==> src/pkg/tsp_pkg.sv <==
// constants, codes and state types of the sensor two-wire slave port
// assumes a 250 MHz system clock; long counts are overridable at the top module
package tsp_pkg;
	localparam int unsigned CLK_MHZ     = 250;
	localparam int unsigned TIMEOUT_US  = 28000;
	localparam int unsigned TIMEOUT_CYC = TIMEOUT_US * CLK_MHZ;
	localparam int unsigned CONV_US     = 27000;
	localparam int unsigned CONV_CYC    = CONV_US * CLK_MHZ;
	// conversion periods for rate codes 00..11: 0.25 Hz, 1 Hz, 4 Hz, 16 Hz
	localparam int unsigned PERIOD0_US  = 4000000;
	localparam int unsigned PERIOD1_US  = 1000000;
	localparam int unsigned PERIOD2_US  = 250000;
	localparam int unsigned PERIOD3_US  = 62500;
	localparam int unsigned STBY0_CYC   = (PERIOD0_US - CONV_US) * CLK_MHZ;
	localparam int unsigned STBY1_CYC   = (PERIOD1_US - CONV_US) * CLK_MHZ;
	localparam int unsigned STBY2_CYC   = (PERIOD2_US - CONV_US) * CLK_MHZ;
	localparam int unsigned STBY3_CYC   = (PERIOD3_US - CONV_US) * CLK_MHZ;

	localparam logic [1:0] PTR_TEMP = 2'h0;
	localparam logic [1:0] PTR_CFG  = 2'h1;
	localparam logic [1:0] PTR_LOW  = 2'h2;
	localparam logic [1:0] PTR_HIGH = 2'h3;

	localparam logic [7:0] ARA_BYTE   = 8'h19;
	localparam logic [7:0] GC_ADDR    = 8'h00;
	localparam logic [7:0] GC_STRAP   = 8'h04;
	localparam logic [7:0] GC_RESET   = 8'h06;
	localparam logic [4:0] HS_CODE    = 5'h01;
	localparam logic [4:0] ADDR_FIXED = 5'h12;

	localparam logic [15:0] TEMP_RST = 16'h0000;
	localparam logic [15:0] CFG_RST  = 16'h2210;
	localparam logic [15:0] LOW_RST  = 16'h8000;
	localparam logic [15:0] HIGH_RST = 16'h7FF0;
	localparam logic [1:0]  PTR_RST  = 2'h0;

	localparam int CFG_CR   = 13;
	localparam int CFG_TM   = 10;
	localparam int CFG_MODE = 8;
	localparam int CFG_POL  = 7;
	localparam int CFG_HYS  = 4;

	localparam logic [12:0] HYS_1C = 13'h0010;
	localparam logic [3:0]  BITS_PER_BYTE = 4'h8;

	typedef enum logic [4:0] {
		ST_IDLE = 5'h01,
		ST_RECV = 5'h02,
		ST_ACK  = 5'h04,
		ST_SEND = 5'h08,
		ST_MACK = 5'h10
	} tsp_st_e;

	typedef enum logic [5:0] {
		RL_ADDR = 6'h01,
		RL_PTR  = 6'h02,
		RL_DATA = 6'h04,
		RL_GC   = 6'h08,
		RL_RD   = 6'h10,
		RL_ARA  = 6'h20
	} tsp_role_e;

	typedef enum logic [2:0] {
		CV_IDLE = 3'h1,
		CV_RUN  = 3'h2,
		CV_WAIT = 3'h4
	} tsp_cv_e;
endpackage

==> src/pkg/tsp_conv_if.sv <==
// carrier between the serial port and its conversion sequencer
// assumes both ends run on the same clock
interface tsp_conv_if;
	logic [1:0] mode;
	logic [1:0] rate;
	logic       start;
	logic       restart;
	logic       done;
	logic       os_done;
	logic       busy;
	modport ctl (output mode, output rate, output start, output restart,
		input done, input os_done, input busy);
	modport seq (input mode, input rate, input start, input restart,
		output done, output os_done, output busy);
endinterface

==> src/hw/tsp_slave_port.sv <==
// two-wire / smbus slave port of a temperature sensor with selector, registers and alert
// assumes pads resolve sda from sda_oe; scl, sda and strap_code are asynchronous pins
//////////////////////////////////////////////////////////////////////////////
module tsp_slave_port
	import tsp_pkg::*;
#(
	parameter int unsigned TOUT_N  = TIMEOUT_CYC,
	parameter int unsigned CONV_N  = CONV_CYC,
	parameter int unsigned STBY0_N = STBY0_CYC,
	parameter int unsigned STBY1_N = STBY1_CYC,
	parameter int unsigned STBY2_N = STBY2_CYC,
	parameter int unsigned STBY3_N = STBY3_CYC
) (
	input  wire logic        clk,
	input  wire logic        resetn,
	input  wire logic        scl_in,
	input  wire logic        sda_in,
	output wire logic        sda_out,
	output wire logic        sda_oe,
	input  wire logic [1:0]  strap_code,
	input  wire logic [11:0] temp_sample,
	output wire logic        alert_pin,
	output wire logic        hs_mode,
	output wire logic        conv_busy
);
	function automatic logic [7:0] rd_byte(input logic [1:0] p, input logic lo,
		input logic [15:0] t, input logic [15:0] c, input logic [15:0] l, input logic [15:0] h);
		logic [15:0] w;
		w = t;
		case (p)
			PTR_TEMP: w = t;
			PTR_CFG:  w = c;
			PTR_LOW:  w = l;
			default:  w = h;
		endcase
		return lo ? w[7:0] : w[15:8];
	endfunction

	tsp_conv_if cv ();

	logic        scl_m, scl_s, scl_d;
	logic        sda_m, sda_s, sda_d;
	logic [1:0]  strap_m, strap_s;
	logic        scl_rise, scl_fall, start_c, stop_c;

	tsp_st_e     st_r, st_nxt;
	tsp_role_e   role_r, role_nxt;
	logic [3:0]  bitcnt_r, bitcnt_nxt;
	logic [7:0]  sh_r, sh_nxt;
	logic        ack_r, ack_nxt;
	logic        mack_r, mack_nxt;
	logic        idx_r, idx_nxt;
	logic [7:0]  hold_r, hold_nxt;
	logic [1:0]  ptr_r, ptr_nxt;
	logic [15:0] temp_r, temp_nxt;
	logic [15:0] low_r, low_nxt;
	logic [15:0] high_r, high_nxt;
	logic [1:0]  cr_r, cr_nxt;
	logic [1:0]  mode_r, mode_nxt;
	logic [1:0]  hys_r, hys_nxt;
	logic        fh_r, fh_nxt;
	logic        fl_r, fl_nxt;
	logic        tm_r, tm_nxt;
	logic        pol_r, pol_nxt;
	logic        aint_r, aint_nxt;
	logic        cmp_r, cmp_nxt;
	logic        apin_r, apin_nxt;
	logic [1:0]  strap_r, strap_nxt;
	logic        hs_r, hs_nxt;
	logic        oe_r, oe_nxt;
	logic        busy_r, busy_nxt;
	logic [31:0] tout_r, tout_nxt;
	logic        start_r, start_nxt;
	logic        rst_r, rst_nxt;

	logic [15:0] cfg_w, wr_w;
	logic [6:0]  my_addr;
	logic        alert_act, tout_hit;
	logic [7:0]  ld_byte;
	logic signed [12:0] t13, lo13, hi13, hys13, lo_h, hi_h;

	assign sda_out   = 1'h0;
	assign sda_oe    = oe_r;
	assign alert_pin = apin_r;
	assign hs_mode   = hs_r;
	assign conv_busy = cv.busy;

	assign cv.mode    = mode_r;
	assign cv.rate    = cr_r;
	assign cv.start   = start_r;
	assign cv.restart = rst_r;

	tsp_conv #(
		.CONV_N  (CONV_N),
		.STBY0_N (STBY0_N),
		.STBY1_N (STBY1_N),
		.STBY2_N (STBY2_N),
		.STBY3_N (STBY3_N)
	) u_conv (
		.clk    (clk),
		.resetn (resetn),
		.cv     (cv.seq)
	);

	//////////////////////////////////////////////////////////////////////////////
	// pins are oversampled; the 4 ns clock leaves many samples per high-speed bit
	always_ff @(posedge clk or negedge resetn) begin
		if (!resetn) begin
			scl_m   <= 1'h1;
			scl_s   <= 1'h1;
			scl_d   <= 1'h1;
			sda_m   <= 1'h1;
			sda_s   <= 1'h1;
			sda_d   <= 1'h1;
			strap_m <= 2'h0;
			strap_s <= 2'h0;
		end else begin
			scl_m   <= scl_in;
			scl_s   <= scl_m;
			scl_d   <= scl_s;
			sda_m   <= sda_in;
			sda_s   <= sda_m;
			sda_d   <= sda_s;
			strap_m <= strap_code;
			strap_s <= strap_m;
		end
	end

	assign scl_rise = scl_s & ~scl_d;
	assign scl_fall = ~scl_s & scl_d;
	assign start_c  = scl_s & scl_d & sda_d & ~sda_s;
	assign stop_c   = scl_s & scl_d & ~sda_d & sda_s;

	assign cfg_w     = {1'h0, cr_r, fh_r, fl_r, tm_r, mode_r, pol_r, 1'h0, hys_r, 4'h0};
	assign wr_w      = {hold_r, sh_r};
	assign my_addr   = {ADDR_FIXED, strap_r};
	assign alert_act = tm_r ? aint_r : cmp_r;
	assign tout_hit  = (tout_r == 32'(TOUT_N - 1));
	assign ld_byte   = (role_r == RL_ARA) ? {my_addr, fh_r} :
		rd_byte(ptr_r, idx_r, temp_r, cfg_w, low_r, high_r);

	assign t13   = {temp_sample[11], temp_sample};
	assign lo13  = {low_r[15], low_r[15:4]};
	assign hi13  = {high_r[15], high_r[15:4]};
	assign hys13 = (hys_r == 2'h0) ? 13'h0000 : 13'(HYS_1C << (hys_r - 2'h1));
	assign lo_h  = lo13 + hys13;
	assign hi_h  = hi13 - hys13;

	//////////////////////////////////////////////////////////////////////////////
	always_comb begin
		st_nxt     = st_r;
		role_nxt   = role_r;
		bitcnt_nxt = bitcnt_r;
		sh_nxt     = sh_r;
		ack_nxt    = ack_r;
		mack_nxt   = mack_r;
		idx_nxt    = idx_r;
		hold_nxt   = hold_r;
		ptr_nxt    = ptr_r;
		temp_nxt   = temp_r;
		low_nxt    = low_r;
		high_nxt   = high_r;
		cr_nxt     = cr_r;
		mode_nxt   = mode_r;
		hys_nxt    = hys_r;
		fh_nxt     = fh_r;
		fl_nxt     = fl_r;
		tm_nxt     = tm_r;
		pol_nxt    = pol_r;
		aint_nxt   = aint_r;
		cmp_nxt    = cmp_r;
		strap_nxt  = strap_r;
		hs_nxt     = hs_r;
		oe_nxt     = oe_r;
		busy_nxt   = busy_r;
		start_nxt  = 1'h0;
		rst_nxt    = 1'h0;
		tout_nxt   = (busy_r && (!scl_s || !sda_s)) ? tout_r + 32'h1 : 32'h0;

		if (busy_r && tout_hit) begin
			st_nxt   = ST_IDLE;
			oe_nxt   = 1'h0;
			busy_nxt = 1'h0;
			tout_nxt = 32'h0;
		end else if (start_c) begin
			st_nxt     = ST_RECV;
			role_nxt   = RL_ADDR;
			bitcnt_nxt = 4'h0;
			oe_nxt     = 1'h0;
			busy_nxt   = 1'h1;
			strap_nxt  = strap_s;
		end else if (stop_c) begin
			st_nxt   = ST_IDLE;
			oe_nxt   = 1'h0;
			busy_nxt = 1'h0;
			hs_nxt   = 1'h0;
		end else begin
			case (st_r)
				ST_RECV: begin
					if (scl_rise) begin
						sh_nxt     = {sh_r[6:0], sda_s};
						bitcnt_nxt = bitcnt_r + 4'h1;
					end else if (scl_fall && bitcnt_r == BITS_PER_BYTE) begin
						ack_nxt = 1'h1;
						st_nxt  = ST_ACK;
						case (role_r)
							RL_ADDR: begin
								idx_nxt = 1'h0;
								if (sh_r == ARA_BYTE && alert_act) begin
									role_nxt = RL_ARA;
								end else if (sh_r[7:1] == my_addr) begin
									role_nxt = sh_r[0] ? RL_RD : RL_PTR;
								end else if (sh_r == GC_ADDR) begin
									role_nxt = RL_GC;
								end else if (sh_r[7:3] == HS_CODE) begin
									ack_nxt = 1'h0;
									hs_nxt  = 1'h1;
								end else begin
									ack_nxt = 1'h0;
								end
							end
							RL_PTR: begin
								ptr_nxt  = sh_r[1:0];
								role_nxt = RL_DATA;
							end
							RL_DATA: begin
								idx_nxt = !idx_r;
								if (!idx_r) begin
									hold_nxt = sh_r;
								end else begin
									case (ptr_r)
										PTR_CFG: begin
											cr_nxt  = wr_w[CFG_CR +: 2];
											tm_nxt  = wr_w[CFG_TM];
											pol_nxt = wr_w[CFG_POL];
											hys_nxt = wr_w[CFG_HYS +: 2];
											mode_nxt = wr_w[CFG_MODE +: 2];
											start_nxt = (wr_w[CFG_MODE +: 2] == 2'h1) &&
												(mode_r == 2'h0) && !cv.busy;
										end
										PTR_LOW:  low_nxt  = wr_w;
										PTR_HIGH: high_nxt = wr_w;
										default:  low_nxt  = low_r;
									endcase
								end
							end
							RL_GC: begin
								if (sh_r == GC_STRAP) begin
									strap_nxt = strap_s;
								end else if (sh_r == GC_RESET) begin
									temp_nxt = TEMP_RST;
									low_nxt  = LOW_RST;
									high_nxt = HIGH_RST;
									ptr_nxt  = PTR_RST;
									cr_nxt   = CFG_RST[CFG_CR +: 2];
									tm_nxt   = CFG_RST[CFG_TM];
									pol_nxt  = CFG_RST[CFG_POL];
									hys_nxt  = CFG_RST[CFG_HYS +: 2];
									mode_nxt = CFG_RST[CFG_MODE +: 2];
									fh_nxt   = 1'h0;
									fl_nxt   = 1'h0;
									aint_nxt = 1'h0;
									cmp_nxt  = 1'h0;
									rst_nxt  = 1'h1;
								end else begin
									ack_nxt = 1'h0;
								end
							end
							default: ack_nxt = 1'h0;
						endcase
						oe_nxt = ack_nxt;
					end
				end
				ST_ACK: begin
					if (scl_fall) begin
						oe_nxt = 1'h0;
						if (!ack_r) begin
							st_nxt = ST_IDLE;
						end else if (role_r == RL_RD || role_r == RL_ARA) begin
							st_nxt     = ST_SEND;
							sh_nxt     = ld_byte;
							oe_nxt     = !ld_byte[7];
							bitcnt_nxt = 4'h1;
							idx_nxt    = !idx_r;
							if (role_r == RL_RD && ptr_r == PTR_CFG && !idx_r) begin
								fh_nxt   = 1'h0;
								fl_nxt   = 1'h0;
								aint_nxt = 1'h0;
							end
						end else begin
							st_nxt     = ST_RECV;
							bitcnt_nxt = 4'h0;
						end
					end
				end
				ST_SEND: begin
					if (scl_rise && !oe_r && !sda_s) begin
						st_nxt = ST_IDLE;
					end else if (scl_fall) begin
						if (bitcnt_r == BITS_PER_BYTE) begin
							oe_nxt = 1'h0;
							st_nxt = ST_MACK;
						end else begin
							sh_nxt     = {sh_r[6:0], 1'h0};
							oe_nxt     = !sh_r[6];
							bitcnt_nxt = bitcnt_r + 4'h1;
						end
					end
				end
				ST_MACK: begin
					if (scl_rise) begin
						mack_nxt = !sda_s;
					end else if (scl_fall) begin
						st_nxt = ST_IDLE;
						if (role_r == RL_ARA) begin
							aint_nxt = 1'h0;
						end else if (mack_r) begin
							st_nxt     = ST_SEND;
							sh_nxt     = ld_byte;
							oe_nxt     = !ld_byte[7];
							bitcnt_nxt = 4'h1;
							idx_nxt    = !idx_r;
						end
					end
				end
				default: begin
					oe_nxt = 1'h0;
				end
			endcase
		end

		if (cv.os_done && mode_nxt == 2'h1) begin
			mode_nxt = 2'h0;
		end
		// a finishing conversion sets flags after any clear in the same cycle
		if (cv.done) begin
			temp_nxt = {temp_sample, 4'h0};
			if (t13 > hi13) begin
				fh_nxt = 1'h1;
			end
			if (t13 < lo13) begin
				fl_nxt = 1'h1;
			end
			if (t13 > hi13 || t13 < lo13) begin
				cmp_nxt  = 1'h1;
				aint_nxt = aint_nxt | tm_r;
			end else if (t13 > lo_h && t13 < hi_h) begin
				cmp_nxt = 1'h0;
			end
		end
		apin_nxt = pol_nxt ? (tm_nxt ? aint_nxt : cmp_nxt) : !(tm_nxt ? aint_nxt : cmp_nxt);
	end

	always_ff @(posedge clk or negedge resetn) begin
		if (!resetn) begin
			st_r     <= ST_IDLE;
			role_r   <= RL_ADDR;
			bitcnt_r <= 4'h0;
			sh_r     <= 8'h00;
			ack_r    <= 1'h0;
			mack_r   <= 1'h0;
			idx_r    <= 1'h0;
			hold_r   <= 8'h00;
			ptr_r    <= PTR_RST;
			temp_r   <= TEMP_RST;
			low_r    <= LOW_RST;
			high_r   <= HIGH_RST;
			cr_r     <= CFG_RST[CFG_CR +: 2];
			mode_r   <= CFG_RST[CFG_MODE +: 2];
			hys_r    <= CFG_RST[CFG_HYS +: 2];
			fh_r     <= 1'h0;
			fl_r     <= 1'h0;
			tm_r     <= CFG_RST[CFG_TM];
			pol_r    <= CFG_RST[CFG_POL];
			aint_r   <= 1'h0;
			cmp_r    <= 1'h0;
			apin_r   <= 1'h1;
			strap_r  <= 2'h0;
			hs_r     <= 1'h0;
			oe_r     <= 1'h0;
			busy_r   <= 1'h0;
			tout_r   <= 32'h0;
			start_r  <= 1'h0;
			rst_r    <= 1'h0;
		end else begin
			st_r     <= st_nxt;
			role_r   <= role_nxt;
			bitcnt_r <= bitcnt_nxt;
			sh_r     <= sh_nxt;
			ack_r    <= ack_nxt;
			mack_r   <= mack_nxt;
			idx_r    <= idx_nxt;
			hold_r   <= hold_nxt;
			ptr_r    <= ptr_nxt;
			temp_r   <= temp_nxt;
			low_r    <= low_nxt;
			high_r   <= high_nxt;
			cr_r     <= cr_nxt;
			mode_r   <= mode_nxt;
			hys_r    <= hys_nxt;
			fh_r     <= fh_nxt;
			fl_r     <= fl_nxt;
			tm_r     <= tm_nxt;
			pol_r    <= pol_nxt;
			aint_r   <= aint_nxt;
			cmp_r    <= cmp_nxt;
			apin_r   <= apin_nxt;
			strap_r  <= strap_nxt;
			hs_r     <= hs_nxt;
			oe_r     <= oe_nxt;
			busy_r   <= busy_nxt;
			tout_r   <= tout_nxt;
			start_r  <= start_nxt;
			rst_r    <= rst_nxt;
		end
	end
endmodule

==> src/hw/tsp_conv.sv <==
// conversion sequencer: shutdown, one-shot and continuous modes with standby delay
// assumes start and restart are one-cycle pulses on clk
module tsp_conv
	import tsp_pkg::*;
#(
	parameter int unsigned CONV_N  = CONV_CYC,
	parameter int unsigned STBY0_N = STBY0_CYC,
	parameter int unsigned STBY1_N = STBY1_CYC,
	parameter int unsigned STBY2_N = STBY2_CYC,
	parameter int unsigned STBY3_N = STBY3_CYC
) (
	input  wire logic clk,
	input  wire logic resetn,
	tsp_conv_if.seq   cv
);
	tsp_cv_e     st_r, st_nxt;
	logic [31:0] cnt_r, cnt_nxt;
	logic        done_r, done_nxt;
	logic        os_r, os_nxt;
	logic [31:0] stby_last;

	assign cv.done    = done_r;
	assign cv.os_done = os_r;
	assign cv.busy    = (st_r == CV_RUN);

	always_comb begin
		case (cv.rate)
			2'h0:    stby_last = 32'(STBY0_N - 1);
			2'h1:    stby_last = 32'(STBY1_N - 1);
			2'h2:    stby_last = 32'(STBY2_N - 1);
			default: stby_last = 32'(STBY3_N - 1);
		endcase
	end

	//////////////////////////////////////////////////////////////////////////////
	always_comb begin
		st_nxt   = st_r;
		cnt_nxt  = cnt_r + 32'h1;
		done_nxt = 1'h0;
		os_nxt   = 1'h0;
		case (st_r)
			CV_IDLE: begin
				cnt_nxt = 32'h0;
				if (cv.start || cv.restart || cv.mode[1]) begin
					st_nxt = CV_RUN;
				end
			end
			CV_RUN: begin
				if (cv.restart) begin
					cnt_nxt = 32'h0;
				end else if (cnt_r == 32'(CONV_N - 1)) begin
					// shutdown waits here until the running conversion ends
					done_nxt = 1'h1;
					cnt_nxt  = 32'h0;
					os_nxt   = (cv.mode == 2'h1);
					st_nxt   = cv.mode[1] ? CV_WAIT : CV_IDLE;
				end
			end
			CV_WAIT: begin
				if (cv.restart) begin
					st_nxt  = CV_RUN;
					cnt_nxt = 32'h0;
				end else if (!cv.mode[1]) begin
					st_nxt = CV_IDLE;
				end else if (cnt_r == stby_last) begin
					st_nxt  = CV_RUN;
					cnt_nxt = 32'h0;
				end
			end
			default: begin
				st_nxt = CV_IDLE;
			end
		endcase
	end

	always_ff @(posedge clk or negedge resetn) begin
		if (!resetn) begin
			st_r   <= CV_IDLE;
			cnt_r  <= 32'h0;
			done_r <= 1'h0;
			os_r   <= 1'h0;
		end else begin
			st_r   <= st_nxt;
			cnt_r  <= cnt_nxt;
			done_r <= done_nxt;
			os_r   <= os_nxt;
		end
	end
endmodule

==> config.mk <==
export PLATFORM = sky130hd
export DESIGN_NAME = tsp_slave_port
export DESIGN_NICKNAME = d
export VERILOG_FILES = /design/src/pkg/tsp_pkg.sv /design/src/pkg/tsp_conv_if.sv /design/src/hw/tsp_slave_port.sv /design/src/hw/tsp_conv.sv
export SDC_FILE = /design/constraint.sdc
export NUM_CORES = 1
export LEC_CHECK = 0
export ABC_AREA = 1
export BUFFER_PORTS_ARGS = -buffer_cell sky130_fd_sc_hd__buf_2
export CELL_PAD_IN_SITES_DETAIL_PLACEMENT = 0
export CELL_PAD_IN_SITES_GLOBAL_PLACEMENT = 1
export CORE_ASPECT_RATIO = 0.75
export CORE_MARGIN = 3
export CORE_UTILIZATION = 48
export DETAILED_ROUTE_END_ITERATION = 6
export GPL_ROUTABILITY_DRIVEN = 0
export PLACE_DENSITY_LB_ADDON = 0.15
export SLEW_MARGIN = 20
export SYNTH_ARGS = -nofsm -noshare
export SYNTH_HDL_FRONTEND = slang
export SYNTH_SLANG_ARGS = --single-unit
==> constraint.sdc <==
create_clock -name clk -period 3.85 [get_ports clk]
set_clock_uncertainty 0.05 [all_clocks]
set_input_delay 0.385 -clock clk [delete_from_list [all_inputs] [get_ports clk]]
set_output_delay 0.385 -clock clk [all_outputs]
set_load 0.05 [all_outputs]
=== Yosys cells after proc, flatten, opt, wreduce, memory -nomap -nowiden ===
Cells that the tools add are included.

* Output and inout bits: 5
* Input port bits: 18
* Register bits after elaboration: 183

* Muxes and demuxes: 276
* Reductions and logical operators: 68
* $add $sub $neg: 6
* Equality and inequality tests: 87
* Order comparisons: 4
* Bitwise gates (word level): 17
* Shift-type cells: 1

{| class="wikitable"
|+ Operator list
! kind !! count
|-
| two-way mux 16 bit || 18
|-
| two-way mux 32 bit || 7
|-
| two-way mux 1 bit || 145
|-
| two-way mux 8 bit || 13
|-
| one-hot mux 32 bit (3 select lines) || 1
|-
| one-hot mux 30 bit (3 select lines) || 1
|-
| adder 32 x 1 -> 32 bit, second input constant || 2
|-
| equality test 32 x 23 -> 1 bit, second input constant || 2
|-
| two-way mux 4 bit || 16
|-
| one-hot mux 16 bit (2 select lines) || 2
|-
| two-way mux 5 bit || 12
|-
| two-way mux 2 bit || 26
|-
| inequality test 5 bit, second input constant || 10
|-
| two-way mux 6 bit || 8
|-
| one-hot mux 16 bit (3 select lines) || 1
|-
| inequality test 2 bit, second input constant || 23
|-
| inequality test 3 bit, second input constant || 11
|-
| AND reduction 11 bit || 3
|-
| equality test 32 x 30 -> 1 bit || 1
|-
| one-hot mux 8 bit (4 select lines) || 1
|-
| nonzero test 2 bit || 14
|-
| AND reduction 9 bit || 3
|-
| two-way mux 3 bit || 7
|-
| inequality test 2 x 1 -> 1 bit, second input constant || 10
|-
| 62 further kinds || 122
|}

=== Depth between registers and ports, before layout ===
* Depth after elaboration: 17
* Gate-level depth with buffers: 23

=== Modules after synthesis ===
A second synthesis with hierarchy kept.

* Cell total of the unflattened synthesis: 1618
* Area total of the unflattened synthesis: 12039.0 um^2

{| class="wikitable"
|+ Modules (own cells, without submodules)
! module !! area an instance (um^2) !! cells each !! instances
|-
| tsp_slave_port || 9451.6 || 1236 || 1
|-
| tsp_conv || 2587.5 || 382 || 1
|}

=== Worst setup path before layout ===
No wires, ideal clock.

* Kind: flip-flop to flip-flop
* Start point: reg hys_r[0]
* End point: reg apin_r (netlist: alert_pin)
* Stages on the path, launching flop included: 22
* Period minus slack after synthesis: 3188 ps
* Setup slack: 662 ps
* Data arrival time: 3078 ps
* Buffers on the path: 0
* Cell sequence: dfstp_2 -> inv_1 -> nor2_1 -> inv_1 -> ha_1 -> nor2_1 -> o21bai_1 -> a21o_1 -> a21o_1 -> nor4_2 -> nor2_1 -> ha_1 -> a21o_1 -> nor2_1 -> nand3_1 -> nand2_1 -> nand2_1 -> o21ai_2 -> nand2_1 -> nand2_1 -> nand3_1 -> nand2_1

* Longest elaborated chain between the ends: 12
* Elaborated cells on any way between the ends: 15
* Classes of those cells: add/sub (3); order compare (2); shift (1); mux (6); reduce/logical (3)

{| class="wikitable"
|+ Ends and longest elaborated chain
! element !! RTL line !! text
|-
| start: declaration || tsp_slave_port.sv:60 || <nowiki>logic [1:0] hys_r, hys_nxt;</nowiki>
|-
| start signal: assignment || tsp_slave_port.sv:370 || <nowiki>hys_r <= CFG_RST[CFG_HYS +: 2];</nowiki>
|-
| start signal: assignment || tsp_slave_port.sv:400 || <nowiki>hys_r <= hys_nxt;</nowiki>
|-
| subtractor 2 x 1 -> 2 bit || tsp_slave_port.sv:145 || <nowiki>assign hys13 = (hys_r == 2'h0) ? 13'h0000 : 13'(HYS_1C << (hys_r - 2'h1));</nowiki>
|-
| << shifter 5 x 2 -> 13 bit || tsp_slave_port.sv:145 ||
|-
| two-way mux 13 bit * || tsp_slave_port.sv:145 ||
|-
| adder 12 x 13 -> 13 bit / subtractor 12 x 13 -> 13 bit (equally long branches) || tsp_slave_port.sv:146, tsp_slave_port.sv:147 ||
|-
| > comparator 12 x 13 -> 1 bit / < comparator 12 x 13 -> 1 bit (equally long branches) || tsp_slave_port.sv:347 || <nowiki>end else if (t13 > lo_h && t13 < hi_h) begin</nowiki>
|-
| logical AND 1 bit * || tsp_slave_port.sv:347 ||
|-
| two-way mux 1 bit * || tsp_slave_port.sv:347 ||
|-
| two-way mux 1 bit * || tsp_slave_port.sv:344 || <nowiki>if (t13 > hi13 || t13 < lo13) begin</nowiki>
|-
| two-way mux 1 bit * || tsp_slave_port.sv:336 || <nowiki>if (cv.done) begin</nowiki>
|-
| net cmp_nxt || tsp_slave_port.sv:66 || <nowiki>logic cmp_r, cmp_nxt;</nowiki>
|-
| two-way mux 1 bit * || tsp_slave_port.sv:351 || <nowiki>apin_nxt = pol_nxt ? (tm_nxt ? aint_nxt : cmp_nxt) : !(tm_nxt ? aint_nxt : cmp_nxt);</nowiki>
|-
| zero test 1 bit || tsp_slave_port.sv:351 ||
|-
| two-way mux 1 bit * || tsp_slave_port.sv:351 ||
|-
| net apin_nxt || tsp_slave_port.sv:67 || <nowiki>logic apin_r, apin_nxt;</nowiki>
|-
| end signal: assignment || tsp_slave_port.sv:407 || <nowiki>apin_r <= apin_nxt;</nowiki>
|-
| end: declaration || tsp_slave_port.sv:67 ||
|}

The timed path passes the listed nets; every way through them passes the cells marked *.
A chain may end at the register's enable or synchronous reset.

=== Worst setup path after layout ===
Same ends and word-level chain as after synthesis.

==> summary.md <==
• 18.1 µm — average detailed-routed wire length per instance
• 179 — register bit total from synthesis
• hys_r[0] — worst setup path startpoint
• sky130_fd_sc_hd__nand2_1 — most numerous cell in the Yosys netlist
• 0.314 ns — PnR worst setup slack
• 48.3% — Slew headroom
• 0.31 ns — worst-case register-to-register setup slack
• sky130_fd_sc_hd__nand2_1 — cell repeated most along the worst path
• 188 µm — die extent in x
• 0.0242 mm² — placeable core region
• 0 — max-slew violation count
• flip-flop — type of origin of the critical path
• complete, no violations — run status
• hys_r[0] — startpoint of the most critical register-to-register path
• 0 — number of antenna repair diodes
• alert_pin — endpoint of the worst-slack reg-to-reg timing path
• 1,569 — Mapped Cells
• 0.07 ns — clock-pin slew on the worst setup and hold paths
• 0 — initial antenna violation count
• flip-flop — critical path endpoint category
• 23 — Top Ports
• 0.0120 mm² — total standard cell area after synthesis
• 1,675 — number of nets in the layout
• 0 — Post-synth EDFFs
• primary input to flip-flop — path type of the worst min-delay path
• 0 — Final Hold Fails
• 5.58 — drt via density
• sky130_fd_sc_hd__dfrtp_1 32%, sky130_fd_sc_hd__nand2_1 10%, sky130_fd_sc_hd__inv_1 6.6% — top cells by area, synth
• 389 mW/mm² — power per cell area
• 37.7% — part of the Yosys area used for sequential elements
• 5.84 nW — P_leak
• 1,087 — Iter 0 DRT Violations
• 4 — H-Tree Level Count
• 0.45 ns — worst-skew pair later-pin latency
• sky130_fd_sc_hd__dfstp_2 — cell type of the slowest stage on the worst timing path
• 3.87 ns — Arrival @ worst endpoint
• 4.19 ns — CP required
• 0 ns — sum of negative setup slack
• 0.775 ns — Slew @ Worst Pin
• 283 MHz — Fmax
• done — TritonCTS clock tree
• 100% — fraction of synthesis flops using an asynchronous set or reset pin
• 10.8k — vias after detailed routing
• 12.7% — layout cells sized above 1
• 17 — number of buffers created by CTS
• 27.0% — GR Util All Layers
• 7.63 µm² — Synth Area per Inst
• sky130_fd_sc_hd__dfrtp_1 — library cell with the largest summed area after synthesis
• 0 — number of nets still failing antenna checks after routing
• 97 — pin count of the biggest net entering global routing
• 9,972 — number of global-route vias before repair
• 27,200 µm — hpwl dp
• sky130_fd_sc_hd__clkbuf_16 — cell at the root of the clock tree
• 0 — number of warning messages in the yosys log
• 0 — number of setup violations in the final report
• 49 — FP Rows
• 0 — Maximum Capacitance Violations
• alert_pin — capturing element of the worst setup path
• 143 µm — die height
• 91.8% — final worst-path cycle share
• false — RSZ-0062 raised after global routing
• 2 — Max clock buf depth
• 21 — length in cells of the worst reg-to-reg path
• 0.289 ns — Setup Slack @ Placement
• 3.54 ns — Final min period
• 6 — number of search-and-repair iterations in the first detailed-routing pass
• sky130_fd_sc_hd__dfrtp_1 — Top FF cell, synth
• 0 — number of buffers inserted by post-CTS setup repair
• 56,800 µm — first-pass GRT wire length
• 0 — total congestion overflow
• 0.55 ns — delay contributed by the slowest stage of the critical path
• 32.2% — top-area cell type share of the netlist area
• 70 — count of unique library cells instantiated by Yosys
• 0.393 mV — largest voltage drop on the vdd net
• 179 — number of sinks handled by clock tree synthesis
• 0.0269 mm² — Die Area
• inv_1, nor2_1, inv_1, ha_1, nor2_1, o21bai_1, a21o_1, a21o_1, nor4_4, nor2_1, ha_1, a21o_1, nor2_1, nand3_1, nand2_1, nand2_1, o21ai_2, nand2_1, nand2_1, nand3_1, nand2_1 — cell-by-cell listing of the critical path
• 0 — count of unresolved DRC violations after routing
• 49.4% — initial core utilization
• 35,100 µm — detailed-route wire length
• 21 — Port Buf Inserts
• 8.69% — area growth from synthesis to final layout
• 5 — worst-path maximum fanout
• 330 x sky130_fd_sc_hd__nand2_1, 212 x sky130_fd_sc_hd__inv_1, 154 x sky130_fd_sc_hd__dfrtp_1 — Post-synth top cells
• flip-flop to flip-flop — category of the critical setup timing path
[critical path: cells and delay by family (launching register included)]
kind | cells | cell delay [ns]
simple gates | 12 | 1.24
compound gates | 5 | 0.88
fa+ha+maj | 2 | 0.64
flops | 1 | 0.55
buf+inv | 2 | 0.12
[cell usage in the layout (no fill, tap or decap), drive strengths merged, types with 3 or more instances in the layout]
master and count:
inv 249, xor2 45, a21oi 78, nand4 50, and3 4, nand3b 3, dfstp 25, o211ai 7
o31ai 5, buf 29, nand2 346, clkbuf 23, o221ai 9, o22ai 10, nor2 156, a21o 4
dlygate4sd3 5, o21ai 137, dfrtp 154, xnor2 9, conb 3, clkinv 5, nand3 100, nor3 46
or2 4, clkinvlp 3, o2111ai 3, nor4 15, ha 60
[flip-flops by register name, indices dropped and copies added (netlist names), 2 cells and up]
| register | cells |
|---|---|
| tout_r | 32 |
| u_conv.st_r | 3 |
| cv.mode | 2 |
| ptr_r | 2 |
| strap_s | 2 |
| low_r | 16 |
| cr_r | 2 |
| u_conv.cnt_r | 32 |
| sh_r | 8 |
| hold_r | 8 |
| st_r | 5 |
| strap_m | 2 |
| strap_r | 2 |
| high_r | 16 |
| bitcnt_r | 4 |
| role_r | 6 |
| hys_r | 2 |
| temp_r | 12 |
[logic make-up (layout without fill, tap and decap cells)]
logic type      after synthesis  count (layout)  share of synthesized area (%)
simple gates                726             726                           29.2
buf+inv                     276             315                           9.43
compound gates              269             269                           13.0
flops                       179             179                           37.7
fa+ha+maj                    61              61                           6.44
xor+xnor                     54              54                           3.95
other cells                   2               3                         0.0627
mux                           2               2                          0.188
[power by group]
group          switching [W]  total (W)  internal [W]
registers           0.000145    0.00214       0.00199
logic               0.000848    0.00119      0.000346
clock network       0.000787    0.00174      0.000948
total                0.00178    0.00506       0.00329
[metrics by stage]
step	cells	util (%)	hold slack (ns)	cell area, µm²	power, W
after floorplan	1570	-	0.0394	12000	0.00297
after global placement	1903	51.1	0.285	12400	0.00331
after detailed placement	1903	51.1	0.292	12400	0.00333
after CTS	1940	53.7	0.159	13000	0.00506
after global routing	1940	53.7	0.187	13000	0.00533
final	1940	53.7	0.181	13000	0.00506
[worst min path at each step]
stage / from / endpoint / slack, ns / cells after the start
4_1_cts: temp_sample[1] / temp_r[5] / 0.16 / 3
5_1_grt: temp_sample[2] / temp_r[6] / 0.19 / 3
3_3_place_gp: strap_m[0] / strap_s[0] / 0.28 / 0
6_report: temp_sample[1] / temp_r[5] / 0.18 / 3
2_1_floorplan: resetn / ack_r / 0.04 / 0
3_5_place_dp: strap_m[1] / strap_s[1] / 0.29 / 0
[what timing repair did]
item,CTS,global route
gates resized for setup,0,1
endpoints found under the hold margin,12,0
endpoints found under the setup margin,0,1
hold buffers,5,0
[per-layer routing]
metal	track usage, %	vias to the layer above	share of wire [%]
met3	6.77	25	8.9
li1	-	5237	-
met5	0	-	0
met4	5.05	0	0.88
met2	34.8	379	38
met1	44.7	5179	53
[area by class of cell]
class / instances / area [µm²]
multi-input cells: 1115 / 6350
repair buffers: 35 / 231
clock buffers: 22 / 474
flip-flops and latches: 179 / 4510
fillers: 2425 / 11200
inverters: 248 / 936
well taps: 331 / 414
clock inverters: 10 / 97.6
No activity file was read; power rests on OpenSTA's default activity.
